`src/rcd_pkg.sv`:
```
// rcd_pkg: constants and types for the rotate datapath
// assumes one core clock domain and an axi4-lite register port
`default_nettype none
package rcd_pkg;
  // register byte offsets
  localparam logic [7:0] RCD_OFS_INSN    = 8'h00;
  localparam logic [7:0] RCD_OFS_OPERAND = 8'h04;
  localparam logic [7:0] RCD_OFS_COUNT   = 8'h08;
  localparam logic [7:0] RCD_OFS_FLAGS   = 8'h0c;
  localparam logic [7:0] RCD_OFS_ENV     = 8'h10;
  localparam logic [7:0] RCD_OFS_STATUS  = 8'h14;
  localparam logic [7:0] RCD_OFS_RESULT  = 8'h18;
  // primary opcodes
  localparam logic [7:0] RCD_OP_ONE_B = 8'hd0;
  localparam logic [7:0] RCD_OP_ONE_W = 8'hd1;
  localparam logic [7:0] RCD_OP_CNT_B = 8'hd2;
  localparam logic [7:0] RCD_OP_CNT_W = 8'hd3;
  localparam logic [7:0] RCD_OP_IMM_B = 8'hc0;
  localparam logic [7:0] RCD_OP_IMM_W = 8'hc1;
  // flag word bit positions
  localparam int RCD_CARRY_BIT = 0;
  localparam int RCD_OVF_BIT   = 11;
  // env register bit positions
  localparam int RCD_ENV_PROT   = 0;
  localparam int RCD_ENV_MEM    = 1;
  localparam int RCD_ENV_WRABLE = 2;
  localparam int RCD_ENV_EABAD  = 3;
  localparam int RCD_ENV_SEG_LO = 4;
  localparam int RCD_ENV_LASTB  = 6;
  localparam logic [1:0] RCD_SEG_STACK = 2'h2;
  // status bit positions
  localparam int RCD_ST_BUSY  = 0;
  localparam int RCD_ST_DONE  = 1;
  localparam int RCD_ST_GP    = 2;
  localparam int RCD_ST_SS    = 3;
  localparam int RCD_ST_INT13 = 4;
  localparam int RCD_ST_BADOP = 5;
  localparam int RCD_ST_WB    = 6;
  localparam int RCD_ST_CYC   = 8;
  // count handling and cycle figures
  localparam logic [7:0] RCD_COUNT_MASK = 8'h1f;
  localparam logic [5:0] RCD_CYC_ONE_REG = 6'h02;
  localparam logic [5:0] RCD_CYC_ONE_MEM = 6'h07;
  localparam logic [5:0] RCD_CYC_CNT_REG = 6'h05;
  localparam logic [5:0] RCD_CYC_CNT_MEM = 6'h08;
  // reset values
  localparam logic [15:0] RCD_FLAGS_RST = 16'h0002;
  localparam logic [31:0] RCD_ENV_RST   = 32'h0000_0004;
  // operation selected by the specifier reg field
  typedef enum logic [1:0] {
    RCD_ROL = 2'h0,
    RCD_ROR = 2'h1,
    RCD_RCL = 2'h2,
    RCD_RCR = 2'h3
  } rcd_kind_type;
  typedef enum {RCD_IDLE, RCD_RUN} rcd_state_type;
endpackage : rcd_pkg
`default_nettype wire

```
`src/rcd_datapath.sv`:
```
// rcd_datapath: rotate datapath with an axi4-lite register port
// assumes the decoder writes operand, count and env before the insn word
// Functional notes
// [RULE_01] decode d0/d2/c0 byte, d1/d3/c1 word
// [RULE_02] reg field 0..3 picks the rotate
// [RULE_03] carry joins loop: 9 or 17 bits
// [RULE_04] left step wraps top into bottom
// [RULE_05] right step wraps bottom into top
// [RULE_06] left-thru-carry: carry in, top out
// [RULE_07] right-thru-carry: carry in, bottom out
// [RULE_08] plain rotates copy wrapped bit to carry
// [RULE_09] count from immediate, count register, or one
// [RULE_10] count masked to low five bits
// [RULE_11] overflow only for single-step forms
// [RULE_12] right-thru-carry tests before, others after
// [RULE_13] overflow = carry differs from top bit
// [RULE_14] only carry and overflow flags change
// [RULE_15] cycles: 2/7 or 5/8 plus steps
// [RULE_16] protected non-writable target gives protection fault
// [RULE_17] bad address: protection fault, stack fault
// [RULE_18] real mode word at last offset: int13
// [RULE_19] memory operand written back unless faulted; the code also skips the write-back for a zero count
// [RULE_20] zero count leaves operand and flags
`default_nettype none
module rcd_datapath
  import rcd_pkg::*;
(
  // clock and reset
  input  wire logic        aclk,
  input  wire logic        aresetn,
  // axi4-lite write address
  input  wire logic [7:0]  awaddr,
  input  wire logic        awvalid,
  output logic             awready,
  // axi4-lite write data
  input  wire logic [31:0] wdata,
  input  wire logic [3:0]  wstrb,
  input  wire logic        wvalid,
  output logic             wready,
  // axi4-lite write response
  output logic      [1:0]  bresp,
  output logic             bvalid,
  input  wire logic        bready,
  // axi4-lite read address
  input  wire logic [7:0]  araddr,
  input  wire logic        arvalid,
  output logic             arready,
  // axi4-lite read data
  output logic      [31:0] rdata,
  output logic      [1:0]  rresp,
  output logic             rvalid,
  input  wire logic        rready,
  // memory write-back
  output logic             wb_valid,
  output logic      [15:0] wb_data
);
  // held bus requests
  logic          aw_hold;
  logic          w_hold;
  logic [7:0]    aw_addr;
  logic [31:0]   w_data;
  logic [3:0]    w_strb;
  logic          next_aw_hold;
  logic          next_w_hold;
  logic          do_write;
  logic          wr_mapped;
  logic [31:0]   wr_mask;
  // software visible state
  logic [31:0]   insn;
  logic [15:0]   operand;
  logic [7:0]    count_register_low_byte;
  logic [15:0]   flags;
  logic [31:0]   env;
  logic [15:0]   result;
  logic [7:0]    status;
  logic [7:0]    cycles_used;
  // execution state
  rcd_state_type state;
  rcd_kind_type  kind;
  logic          is_word;
  logic          single;
  logic          is_mem;
  logic [15:0]   work;
  logic          work_cf;
  logic          orig_cf;
  logic          orig_top;
  logic [4:0]    steps_left;
  logic [5:0]    cyc_left;
  logic          zero_count;
  // start decode
  logic [7:0]    st_op;
  logic          st_valid;
  logic          st_word;
  logic          st_single;
  logic [7:0]    st_raw;
  logic [4:0]    st_count;
  logic [5:0]    st_base;
  logic          st_gp;
  logic          st_ss;
  logic          st_int13;
  logic          start;
  // step outputs
  logic [15:0]   step_data;
  logic          step_cf;
  logic          res_top;

  // address/data acceptance in either order
  always_comb begin
    do_write     = aw_hold && w_hold && !bvalid;
    next_aw_hold = do_write ? 1'b0 : (aw_hold || (awvalid && awready));
    next_w_hold  = do_write ? 1'b0 : (w_hold || (wvalid && wready));
  end

  // ready drops once an item is held, so only one write is open
  always_ff @(posedge aclk) begin
    if (!aresetn) begin
      aw_hold <= 1'b0;
      w_hold  <= 1'b0;
      awready <= 1'b0;
      wready  <= 1'b0;
      aw_addr <= 8'h00;
      w_data  <= 32'h0000_0000;
      w_strb  <= 4'h0;
    end else begin
      aw_hold <= next_aw_hold;
      w_hold  <= next_w_hold;
      awready <= !next_aw_hold;
      wready  <= !next_w_hold;
      if (awvalid && awready) begin
        aw_addr <= awaddr;
      end
      if (wvalid && wready) begin
        w_data <= wdata;
        w_strb <= wstrb;
      end
    end
  end

  // byte lane mask and map check
  always_comb begin
    wr_mask   = {{8{w_strb[3]}}, {8{w_strb[2]}}, {8{w_strb[1]}}, {8{w_strb[0]}}};
    wr_mapped = (aw_addr == RCD_OFS_INSN) || (aw_addr == RCD_OFS_OPERAND) ||
                (aw_addr == RCD_OFS_COUNT) || (aw_addr == RCD_OFS_FLAGS) ||
                (aw_addr == RCD_OFS_ENV);
  end

  // write response, slverr on unmapped or read-only offsets
  always_ff @(posedge aclk) begin
    if (!aresetn) begin
      bvalid <= 1'b0;
      bresp  <= 2'h0;
    end else if (do_write) begin
      bvalid <= 1'b1;
      bresp  <= wr_mapped ? 2'h0 : 2'h2;
    end else if (bready) begin
      bvalid <= 1'b0;
    end
  end

  // read channel, one read in flight
  always_ff @(posedge aclk) begin
    if (!aresetn) begin
      arready <= 1'b0;
      rvalid  <= 1'b0;
      rdata   <= 32'h0000_0000;
      rresp   <= 2'h0;
    end else if (arvalid && arready) begin
      arready <= 1'b0;
      rvalid  <= 1'b1;
      rresp   <= 2'h0;
      case (araddr)
        RCD_OFS_INSN:    rdata <= insn;
        RCD_OFS_OPERAND: rdata <= {16'h0000, operand};
        RCD_OFS_COUNT:   rdata <= {24'h000000, count_register_low_byte};
        RCD_OFS_FLAGS:   rdata <= {16'h0000, flags};
        RCD_OFS_ENV:     rdata <= env;
        RCD_OFS_STATUS:  rdata <= {16'h0000, cycles_used, status};
        RCD_OFS_RESULT:  rdata <= {16'h0000, result};
        default: begin
          rdata <= 32'h0000_0000;
          rresp <= 2'h2;
        end
      endcase
    end else if (rvalid && rready) begin
      rvalid  <= 1'b0;
      arready <= 1'b1;
    end else if (!rvalid) begin
      arready <= 1'b1;
    end
  end

  // decode of the insn word being written
  always_comb begin
    st_op     = w_data[7:0];
    // [RULE_01] six primary opcodes accepted
    st_valid  = (w_data[10:8] < 3'h4) &&
                ((st_op == RCD_OP_ONE_B) || (st_op == RCD_OP_ONE_W) ||
                 (st_op == RCD_OP_CNT_B) || (st_op == RCD_OP_CNT_W) ||
                 (st_op == RCD_OP_IMM_B) || (st_op == RCD_OP_IMM_W));
    st_word   = st_op[0];
    st_single = (st_op == RCD_OP_ONE_B) || (st_op == RCD_OP_ONE_W);
    // [RULE_09] count source by opcode
    if (st_single) begin
      st_raw = 8'h01;
    end else if ((st_op == RCD_OP_CNT_B) || (st_op == RCD_OP_CNT_W)) begin
      st_raw = count_register_low_byte;
    end else begin
      st_raw = w_data[23:16];
    end
    // [RULE_10] mask to five bits
    st_count = 5'(st_raw & RCD_COUNT_MASK);
    // [RULE_15] base cycle figure
    if (env[RCD_ENV_MEM]) begin
      st_base = st_single ? RCD_CYC_ONE_MEM : RCD_CYC_CNT_MEM;
    end else begin
      st_base = st_single ? RCD_CYC_ONE_REG : RCD_CYC_CNT_REG;
    end
    // [RULE_17] bad address fault by segment
    st_ss = env[RCD_ENV_PROT] && env[RCD_ENV_MEM] && env[RCD_ENV_EABAD] &&
            (env[RCD_ENV_SEG_LO+1:RCD_ENV_SEG_LO] == RCD_SEG_STACK);
    st_gp = env[RCD_ENV_PROT] && env[RCD_ENV_MEM] && env[RCD_ENV_EABAD] && !st_ss;
    // [RULE_16] non-writable target
    if (env[RCD_ENV_PROT] && env[RCD_ENV_MEM] && !env[RCD_ENV_WRABLE]
        && !env[RCD_ENV_EABAD]) begin
      st_gp = 1'b1;
    end
    // [RULE_18] word wraps past last offset
    st_int13 = !env[RCD_ENV_PROT] && env[RCD_ENV_MEM] && st_word && env[RCD_ENV_LASTB];
    start    = do_write && (aw_addr == RCD_OFS_INSN) && (state == RCD_IDLE);
  end

  // plain software registers, held while an operation runs
  always_ff @(posedge aclk) begin
    if (!aresetn) begin
      insn                    <= 32'h0000_0000;
      count_register_low_byte <= 8'h00;
      env                     <= RCD_ENV_RST;
    end else if (do_write && (state == RCD_IDLE)) begin
      if (aw_addr == RCD_OFS_INSN) begin
        insn <= (insn & ~wr_mask) | (w_data & wr_mask);
      end
      if (aw_addr == RCD_OFS_COUNT) begin
        count_register_low_byte <= 8'((count_register_low_byte & ~wr_mask[7:0]) |
                                      (w_data[7:0] & wr_mask[7:0]));
      end
      if (aw_addr == RCD_OFS_ENV) begin
        env <= (env & ~wr_mask) | (w_data & wr_mask);
      end
    end
  end

  // single rotate step on the working value
  rcd_step u_step (
    .data_in   (work),
    .carry_in  (work_cf),
    .is_word   (is_word),
    .kind      (kind),
    .data_out  (step_data),
    .carry_out (step_cf)
  );

  // top bit of the finished value
  assign res_top = is_word ? work[15] : work[7];

  // sequencer: one step per cycle, then pad to the cycle figure
  always_ff @(posedge aclk) begin
    if (!aresetn) begin
      state      <= RCD_IDLE;
      kind       <= RCD_ROL;
      is_word    <= 1'b0;
      single     <= 1'b0;
      is_mem     <= 1'b0;
      work       <= 16'h0000;
      work_cf    <= 1'b0;
      orig_cf    <= 1'b0;
      orig_top   <= 1'b0;
      steps_left <= 5'h00;
      cyc_left   <= 6'h00;
      zero_count <= 1'b0;
    end else begin
      case (state)
        RCD_IDLE: begin
          if (start && st_valid && !st_gp && !st_ss && !st_int13) begin
            state      <= RCD_RUN;
            // [RULE_02] reg field picks the kind
            kind       <= rcd_kind_type'(w_data[9:8]);
            is_word    <= st_word;
            single     <= st_single;
            is_mem     <= env[RCD_ENV_MEM];
            work       <= st_word ? operand : {8'h00, operand[7:0]};
            // [RULE_03] carry is the extra loop bit
            work_cf    <= flags[RCD_CARRY_BIT];
            orig_cf    <= flags[RCD_CARRY_BIT];
            orig_top   <= st_word ? operand[15] : operand[7];
            steps_left <= st_count;
            cyc_left   <= 6'(st_base + {1'b0, st_count} - 6'h01);
            zero_count <= (st_count == 5'h00);
          end
        end
        RCD_RUN: begin
          if (steps_left != 5'h00) begin
            work       <= step_data;
            work_cf    <= step_cf;
            steps_left <= 5'(steps_left - 5'h01);
          end
          if (cyc_left == 6'h00) begin
            state <= RCD_IDLE;
          end else begin
            cyc_left <= 6'(cyc_left - 6'h01);
          end
        end
        default: state <= RCD_IDLE;
      endcase
    end
  end

  // operand, result and flags; commit in the last run cycle
  always_ff @(posedge aclk) begin
    if (!aresetn) begin
      operand <= 16'h0000;
      result  <= 16'h0000;
      flags   <= RCD_FLAGS_RST;
    end else if (state == RCD_IDLE) begin
      if (do_write && (aw_addr == RCD_OFS_OPERAND)) begin
        operand <= 16'((operand & ~wr_mask[15:0]) | (w_data[15:0] & wr_mask[15:0]));
      end
      if (do_write && (aw_addr == RCD_OFS_FLAGS)) begin
        flags <= 16'((flags & ~wr_mask[15:0]) | (w_data[15:0] & wr_mask[15:0]));
      end
    end else if ((cyc_left == 6'h00) && (steps_left == 5'h00)) begin
      // [RULE_20] zero count changes nothing
      if (!zero_count) begin
        operand <= work;
        result  <= work;
        // [RULE_14] only carry and overflow touched
        flags[RCD_CARRY_BIT] <= work_cf;
        // [RULE_11] multi-step leaves overflow as is
        if (single) begin
          // [RULE_12] right-thru-carry tests the input
          // [RULE_13] overflow when carry differs from top
          flags[RCD_OVF_BIT] <= (kind == RCD_RCR) ? (orig_cf ^ orig_top)
                                                  : (work_cf ^ res_top);
        end
      end
    end
  end

  // status flags; a new start clears the previous outcome
  always_ff @(posedge aclk) begin
    if (!aresetn) begin
      status      <= 8'h00;
      cycles_used <= 8'h00;
      wb_valid    <= 1'b0;
      wb_data     <= 16'h0000;
    end else begin
      wb_valid <= 1'b0;
      if (start) begin
        status              <= 8'h00;
        cycles_used         <= 8'h00;
        status[RCD_ST_DONE] <= !st_valid || st_gp || st_ss || st_int13;
        status[RCD_ST_BUSY] <= st_valid && !st_gp && !st_ss && !st_int13;
        status[RCD_ST_BADOP] <= !st_valid;
        status[RCD_ST_GP]   <= st_valid && st_gp;
        status[RCD_ST_SS]   <= st_valid && st_ss;
        status[RCD_ST_INT13] <= st_valid && st_int13;
      end else if (state == RCD_RUN) begin
        cycles_used <= 8'(cycles_used + 8'h01);
        if (cyc_left == 6'h00) begin
          status[RCD_ST_BUSY] <= 1'b0;
          status[RCD_ST_DONE] <= 1'b1;
          // [RULE_19] write back only on faultless memory run
          if (is_mem && !zero_count) begin
            status[RCD_ST_WB] <= 1'b1;
            wb_valid          <= 1'b1;
            wb_data           <= work;
          end
        end
      end
    end
  end
endmodule : rcd_datapath
`default_nettype wire

```
`src/rcd_step.sv`:
```
// rcd_step: one rotate step on a byte or word operand
// assumes byte operands sit in the low eight bits, upper bits zero
`default_nettype none
module rcd_step
  import rcd_pkg::*;
(
  // operand in
  input  wire logic [15:0] data_in,
  input  wire logic        carry_in,
  input  wire logic        is_word,
  input  wire logic [1:0]  kind,
  // operand out
  output logic      [15:0] data_out,
  output logic             carry_out
);
  logic top_bit;
  logic bot_bit;
  logic thru;
  logic left;

  // pick the ends of the operand by width
  always_comb begin
    top_bit = is_word ? data_in[15] : data_in[7];
    bot_bit = data_in[0];
    thru    = (kind == RCD_RCL) || (kind == RCD_RCR);
    left    = (kind == RCD_ROL) || (kind == RCD_RCL);
  end

  // one position of movement with the wrap bit
  always_comb begin
    data_out  = 16'h0000;
    carry_out = carry_in;
    if (left) begin
      // [RULE_04] left step wraps top
      data_out  = {data_in[14:0], 1'b0};
      // [RULE_06] carry into bottom bit
      data_out[0] = thru ? carry_in : top_bit;
      // [RULE_08] carry copies wrapped bit
      carry_out = top_bit;
    end else begin
      // [RULE_05] right step wraps bottom
      data_out = {1'b0, data_in[15:1]};
      // [RULE_07] carry into top bit
      if (is_word) begin
        data_out[15] = thru ? carry_in : bot_bit;
      end else begin
        data_out[7] = thru ? carry_in : bot_bit;
      end
      carry_out = bot_bit;
    end
    if (!is_word) begin
      data_out[15:8] = 8'h00;
    end
  end
endmodule : rcd_step
`default_nettype wire

```
`config.mk`:
```
export PLATFORM = sky130hd
export DESIGN_NAME = rcd_datapath
export DESIGN_NICKNAME = d
export VERILOG_FILES = /design/src/rcd_pkg.sv /design/src/rcd_datapath.sv /design/src/rcd_step.sv
export SDC_FILE = /design/constraint.sdc
export NUM_CORES = 1
export LEC_CHECK = 0
export ABC_CLOCK_PERIOD_IN_PS = 3500
export BUFFER_PORTS_ARGS = -buffer_cell sky130_fd_sc_hd__buf_4
export CAP_MARGIN = 20
export CELL_PAD_IN_SITES_DETAIL_PLACEMENT = 1
export CELL_PAD_IN_SITES_GLOBAL_PLACEMENT = 1
export CORE_UTILIZATION = 44
export DETAILED_ROUTE_END_ITERATION = 12
export PLACE_DENSITY_LB_ADDON = 0.2
export SLEW_MARGIN = 15
export SYNTH_ARGS = -nofsm -noshare
export SYNTH_HDL_FRONTEND = slang
export SYNTH_SLANG_ARGS = --single-unit
```
`constraint.sdc`:
```
create_clock -name aclk -period 3.5 [get_ports aclk]
set_input_delay 0.7 -clock aclk [delete_from_list [all_inputs] [get_ports aclk]]
set_output_delay 0.7 -clock aclk [all_outputs]
set_load 0.05 [all_outputs]
```
Word-level counts from Yosys, hierarchy flattened

Cells that the tools add are included.

Register bits: 307
Bits of input ports: 59
Output and inout bits: 58
Word-level logic and storage cells: 253

Add/sub/neg operators: 5
Order comparisons: 1
Eq/ne operators: 29
Multiplexer cells: 59
Bitwise logic cells: 24
Reductions and logical operators: 96

Operators by type and width:

| operator            | number |
|---|---|
| $pmux 32 s7         | 1 |
| $mux 16             | 8 |
| $and 32x32->32      | 3 |
| $logic_not 32->1    | 2 |
| $mux 32             | 2 |
| $or 32x32->32       | 2 |
| $pmux 32 s2         | 1 |
| $and 16x16->16      | 3 |
| $eq 8x8->1 const B  | 6 |
| $logic_and 1x1->1   | 33 |
| $eq 32x1->1 const B | 1 |
| $eq 32x2->1 const B | 1 |
| $eq 8x4->1 const B  | 4 |
| $eq 8x5->1 const B  | 4 |
| $not 32->32         | 1 |
| $or 16x16->16       | 2 |
| $pmux 16 s2         | 1 |
| $mux 1              | 27 |
| $mux 5              | 4 |
| $reduce_and 3->1    | 6 |
| $logic_or 1x1->1    | 17 |
| $and 8x8->8         | 2 |
| $eq 8x3->1 const B  | 2 |
| $logic_not 8->1     | 2 |
| 33 further kinds    | 79 |

Logic depth before layout (Yosys ltp)

Depth after elaboration: 13
Depth in mapped cells: 15

By module

Synthesis repeated with hierarchy kept, for this count alone.

Cells, all modules: 1430
Area total of the unflattened synthesis: 11992.8 um^2

Modules (own cells, without submodules):

| module       | times used | cells an instance | area each (um^2) | seq. area each (um^2) |
|---|---|---|---|---|
| rcd_datapath | 1          | 1396              | 11718.7          | 5485.3 |
| rcd_step     | 1          | 34                | 274.0            | 0.0 |

Worst setup path before layout

Ideal clock, no wire load.

Path kind: register -> register
Start point: register w_data[2]
End point: register cyc_left[5]
Arrival: 2.891 ns
Setup slack: 0.494 ns
Cell stages (with the launch flop): 16
Buffers on the path: 1
Period minus slack after synthesis: 3.006 ns
Cell sequence: dfxtp_1 > or2_2 > clkbuf_1 > or3_1 > ha_1 > inv_1 > ha_1 > inv_1 > ha_1 > inv_1 > fa_1 > nand2b_1 > a21oi_1 > and3_1 > o31ai_1 > o21a_1

Longest elaborated chain between the ends: 13
Elaborated cells between the ends (all ways): 28

Ends and longest elaborated chain:

| element                                                              | line                | source |
|---|---|---|
| start: declaration                                                   | rcd_datapath.sv:61  | `logic [31:0] w_data;` |
| start signal: assignment                                             | rcd_datapath.sv:133 | `w_data <= wdata;` |
| parallel branches: the longest is 13 deep, another holds $add 6x5->6 | --                  |  |
| end signal: assignment                                               | rcd_datapath.sv:296 | `cyc_left <= 6'(st_base + {1'b0, st_count} - 6'h01);` |
| end signal: assignment                                               | rcd_datapath.sv:309 | `cyc_left <= 6'(cyc_left - 6'h01);` |
| end: declaration                                                     | rcd_datapath.sv:88  | `logic [5:0] cyc_left;` |

Parallel ways; which one is timed is not known. The select of a mux whose other input is x is not followed.
A chain may end at the register's enable or synchronous reset.

Final worst setup path

Start point: register w_data[5]
End point: register cyc_left[5]

Same word-level chain as after synthesis.

==> flow_metrics.env <==
export IMPL_worstPathRequired_ns=3.94
export IMPL_cts_setup_buffers=0
export IMPL_synth_compound_area_frac=0.189
export IMPL_rows=60
export IMPL_root_buffer="clkbuf_16"
export IMPL_clk_pin_slew_ns=0.06
export IMPL_drtIter0Drc=835
export IMPL_synthToLayoutAreaGrowth_pct=17.6
export IMPL_final_hold_violation_count=0
export IMPL_crit_fanout=9
export IMPL_synth_simple_area_share=0.224
export IMPL_p_per_area_mw_per_mm2=471
export IMPL_p_leak_nw=5.14
export IMPL_status="completed"
export IMPL_core_area_mm2=0.0270
export IMPL_max_slew_margin=0.489
export IMPL_cts_repair_resized=0
export IMPL_syn_area_mm2=0.0121
export IMPL_synth_flop_cell="dfxtp_1"
export IMPL_drv_cap=0
export IMPL_finalInstanceArea_mm2=0.0142
export IMPL_vias_per_cell=5.88
export IMPL_hp_class="in2reg"
export IMPL_overflow=0
export IMPL_setup_viol=0
export IMPL_start_util=0.447
export IMPL_worst_r2r_endpoint="cyc_left[5]"
export IMPL_worst_pin_slew_ns=0.767
export IMPL_async_reset_ff_frac=0
export IMPL_worstRegToRegCells=14
export IMPL_grt_start_max_net_pins=93
export IMPL_cts_sinks=274
export IMPL_synth_edff_count=0
export IMPL_grt_usage=0.277
export IMPL_antenna_cells=0
export IMPL_whs_endpoint="w_data[25]"
export IMPL_crit_type="reg2reg"
export IMPL_finalClockSkew_ns=0.0133
export IMPL_cts_hold_buf=0
export IMPL_drive_above_1_share=0.146
export IMPL_clock_fmax_mhz=313
export IMPL_port_buffers=114
export IMPL_ios=117
export IMPL_synth_top_family_by_area="simple AND/OR/NAND/NOR gates"
export IMPL_muxShareOfSynthArea=0.0653
export IMPL_fin_crit_sh=0.913
export IMPL_vias=11300
export IMPL_yosysUniqueCellTypes=64
export IMPL_slew_violations=0
export IMPL_cp_end_kind="register"
export IMPL_ys_warn_count=0
export IMPL_dr_pass1_iters=6
export IMPL_ys_seq_area_frac=0.455
export IMPL_cts_buffers=29
export IMPL_cp_cell_sequence="nand4b_1 > or3_1 > ha_1 > inv_1 > ha_1 > inv_1 > ha_1 > inv_1 > fa_1 > nand2b_1 > a21oi_1 > and3_1 > o31ai_1 > o21a_1"
export IMPL_synth_xor_area_share=0.00799
export IMPL_r2r_start="w_data[5]"
export IMPL_tns_ns=0
export IMPL_drc=0
export IMPL_rsz0062_at_grt="false"
export IMPL_grt_pass1_wl_um=62300
export IMPL_total_power_mw=6.68
export IMPL_fin_nets=1633
export IMPL_start_kind="register"
export IMPL_ir_drop_uv=430
export IMPL_critPathSlowestCell="or3_1"
export IMPL_wl_per_cell_um=20.6
export IMPL_first_global_vias=11400
export IMPL_cts_htree_levels=1
export IMPL_hold_start="wdata[25]"
export IMPL_dieWidth_um=168
export IMPL_synthAdderAreaFrac=0.0151
export IMPL_gp_congestion=0.864
export IMPL_die_area_mm2=0.0281
export IMPL_arrival_ns=3.64
export IMPL_wl_um=39700
export IMPL_avgSynthCellArea_um2=8.10
export IMPL_worst_path_largest_cell_delay_ns=0.42
export IMPL_dp_hpwl_um=27500
export IMPL_hold_depth=3
export IMPL_cts_tree="done"
export IMPL_dpl_instance_area_mm2=0.0132
export IMPL_antenna_found_initial=0
export IMPL_r2r_slack_ns=0.30
export IMPL_die_h_um=168
export IMPL_clk_path_buf_depth=3
export IMPL_syn_instance_count=1488
export IMPL_yosys_register_bits=274
export IMPL_fin_crit_ns=3.20
export IMPL_insertion_delay_ns=0.55
export IMPL_ant_nets=0
final cells by class:
type / instances / area [um2]
clock buffers: 42 / 825
repair buffers: 151 / 1150
multi-input cells: 1083 / 6090
well taps: 341 / 427
fillers: 3271 / 12800
flip-flops and latches: 274 / 5490
inverters: 21 / 83.8
clock inverters: 10 / 125
worst max-delay path by stage:
| stage | end | slack, ns | from |
|---|---|---|---|
| finish | cyc_left[5] | 0.30 | w_data[5] |
| detailed placement | cyc_left[5] | 0.35 | w_data[2] |
| floorplan | cyc_left[5] | 0.49 | w_data[2] |
| CTS | cyc_left[5] | 0.34 | w_data[2] |
| global route | cyc_left[5] | 0.10 | w_data[5] |
| global placement | cyc_left[5] | 0.42 | w_data[2] |
Yosys cell counts (all sizes together), types with 8 or more instances:
| cell | count | area [um2] |
|---|---|---|
| nand2 | 322 | 1210 |
| dfxtp | 274 | 5490 |
| a21oi | 188 | 941 |
| nor2 | 108 | 405 |
| clkbuf | 90 | 339 |
| nand3 | 62 | 310 |
| mux2i | 55 | 551 |
| o21ai | 46 | 230 |
| a211oi | 32 | 240 |
| a22oi | 29 | 218 |
| and3 | 22 | 138 |
| buf | 21 | 105 |
| inv | 21 | 78.8 |
| mux2 | 19 | 214 |
| nor3 | 17 | 85.1 |
| ha | 13 | 163 |
| and2 | 12 | 75.1 |
| nand2b | 12 | 75.1 |
| nor2b | 11 | 68.8 |
| a222oi | 10 | 100 |
| a32o | 10 | 100 |
| o211ai | 9 | 67.6 |
| o22ai | 9 | 56.3 |
| nand4 | 8 | 50.1 |
cells in the final DEF, fill, tap and decap left out, drive strengths merged, types with 7 or more instances in the layout:
cell type	instances
nand3	62
and3	22
dfxtp	274
ha	13
clkbuf	42
nand4	8
nor4	7
buf	151
a222oi	10
mux2i	55
nor2	108
nand2	322
mux2	19
o22ai	9
and2	12
a211oi	32
o21ai	46
o211ai	9
nor3	17
clkinv	7
nand2b	12
a22oi	29
nor2b	11
inv	21
a32o	10
a21oi	188
logic make-up after synthesis:
| logic type | after synthesis |
|---|---|
| AO/OA/AOI/OAI | 370 |
| multiplexers | 75 |
| buffers and inverters | 132 |
| other | 1 |
| adder cells (fa/ha/maj) | 14 |
| flip-flops | 274 |
| AND/OR/NAND/NOR | 611 |
| XOR/XNOR | 11 |
power breakdown:
part	internal, mW	switching (mW)
clock	1.84	1.29
sequential	3.15	0.0454
combinational	0.121	0.232
total	5.12	1.56
metal layers:
metal,track usage,vias to the layer above,wire [um]
met2,0.496,297,19800
li1,-,5354,-
met1,0.342,5568,16700
met5,0,-,0
met3,0.0303,83,1690
met4,0.103,0,1410
critical path, delay by kind of cell, from the launching register on:
family / cells / cell delay [ns]
AND/OR/NAND/NOR: 4 / 1.11
buffers and inverters: 3 / 0.18
flip-flops: 1 / 0.39
adder cells (fa/ha/maj): 4 / 1.03
AO/OA/AOI/OAI: 3 / 0.39
through the flow:
| step | worst slack [ns] | util | hold WS (ns) | cells |
|---|---|---|---|---|
| floorplan | 0.494 | - | 0.429 | 1489 |
| global placement | 0.420 | 0.491 | 0.437 | 1870 |
| detailed placement | 0.354 | 0.491 | 0.445 | 1870 |
| CTS | 0.341 | 0.526 | 0.388 | 1922 |
| global route | 0.103 | 0.526 | 0.401 | 1922 |
| finish | 0.304 | 0.526 | 0.399 | 1922 |
Power figures use the tool's default switching activity.
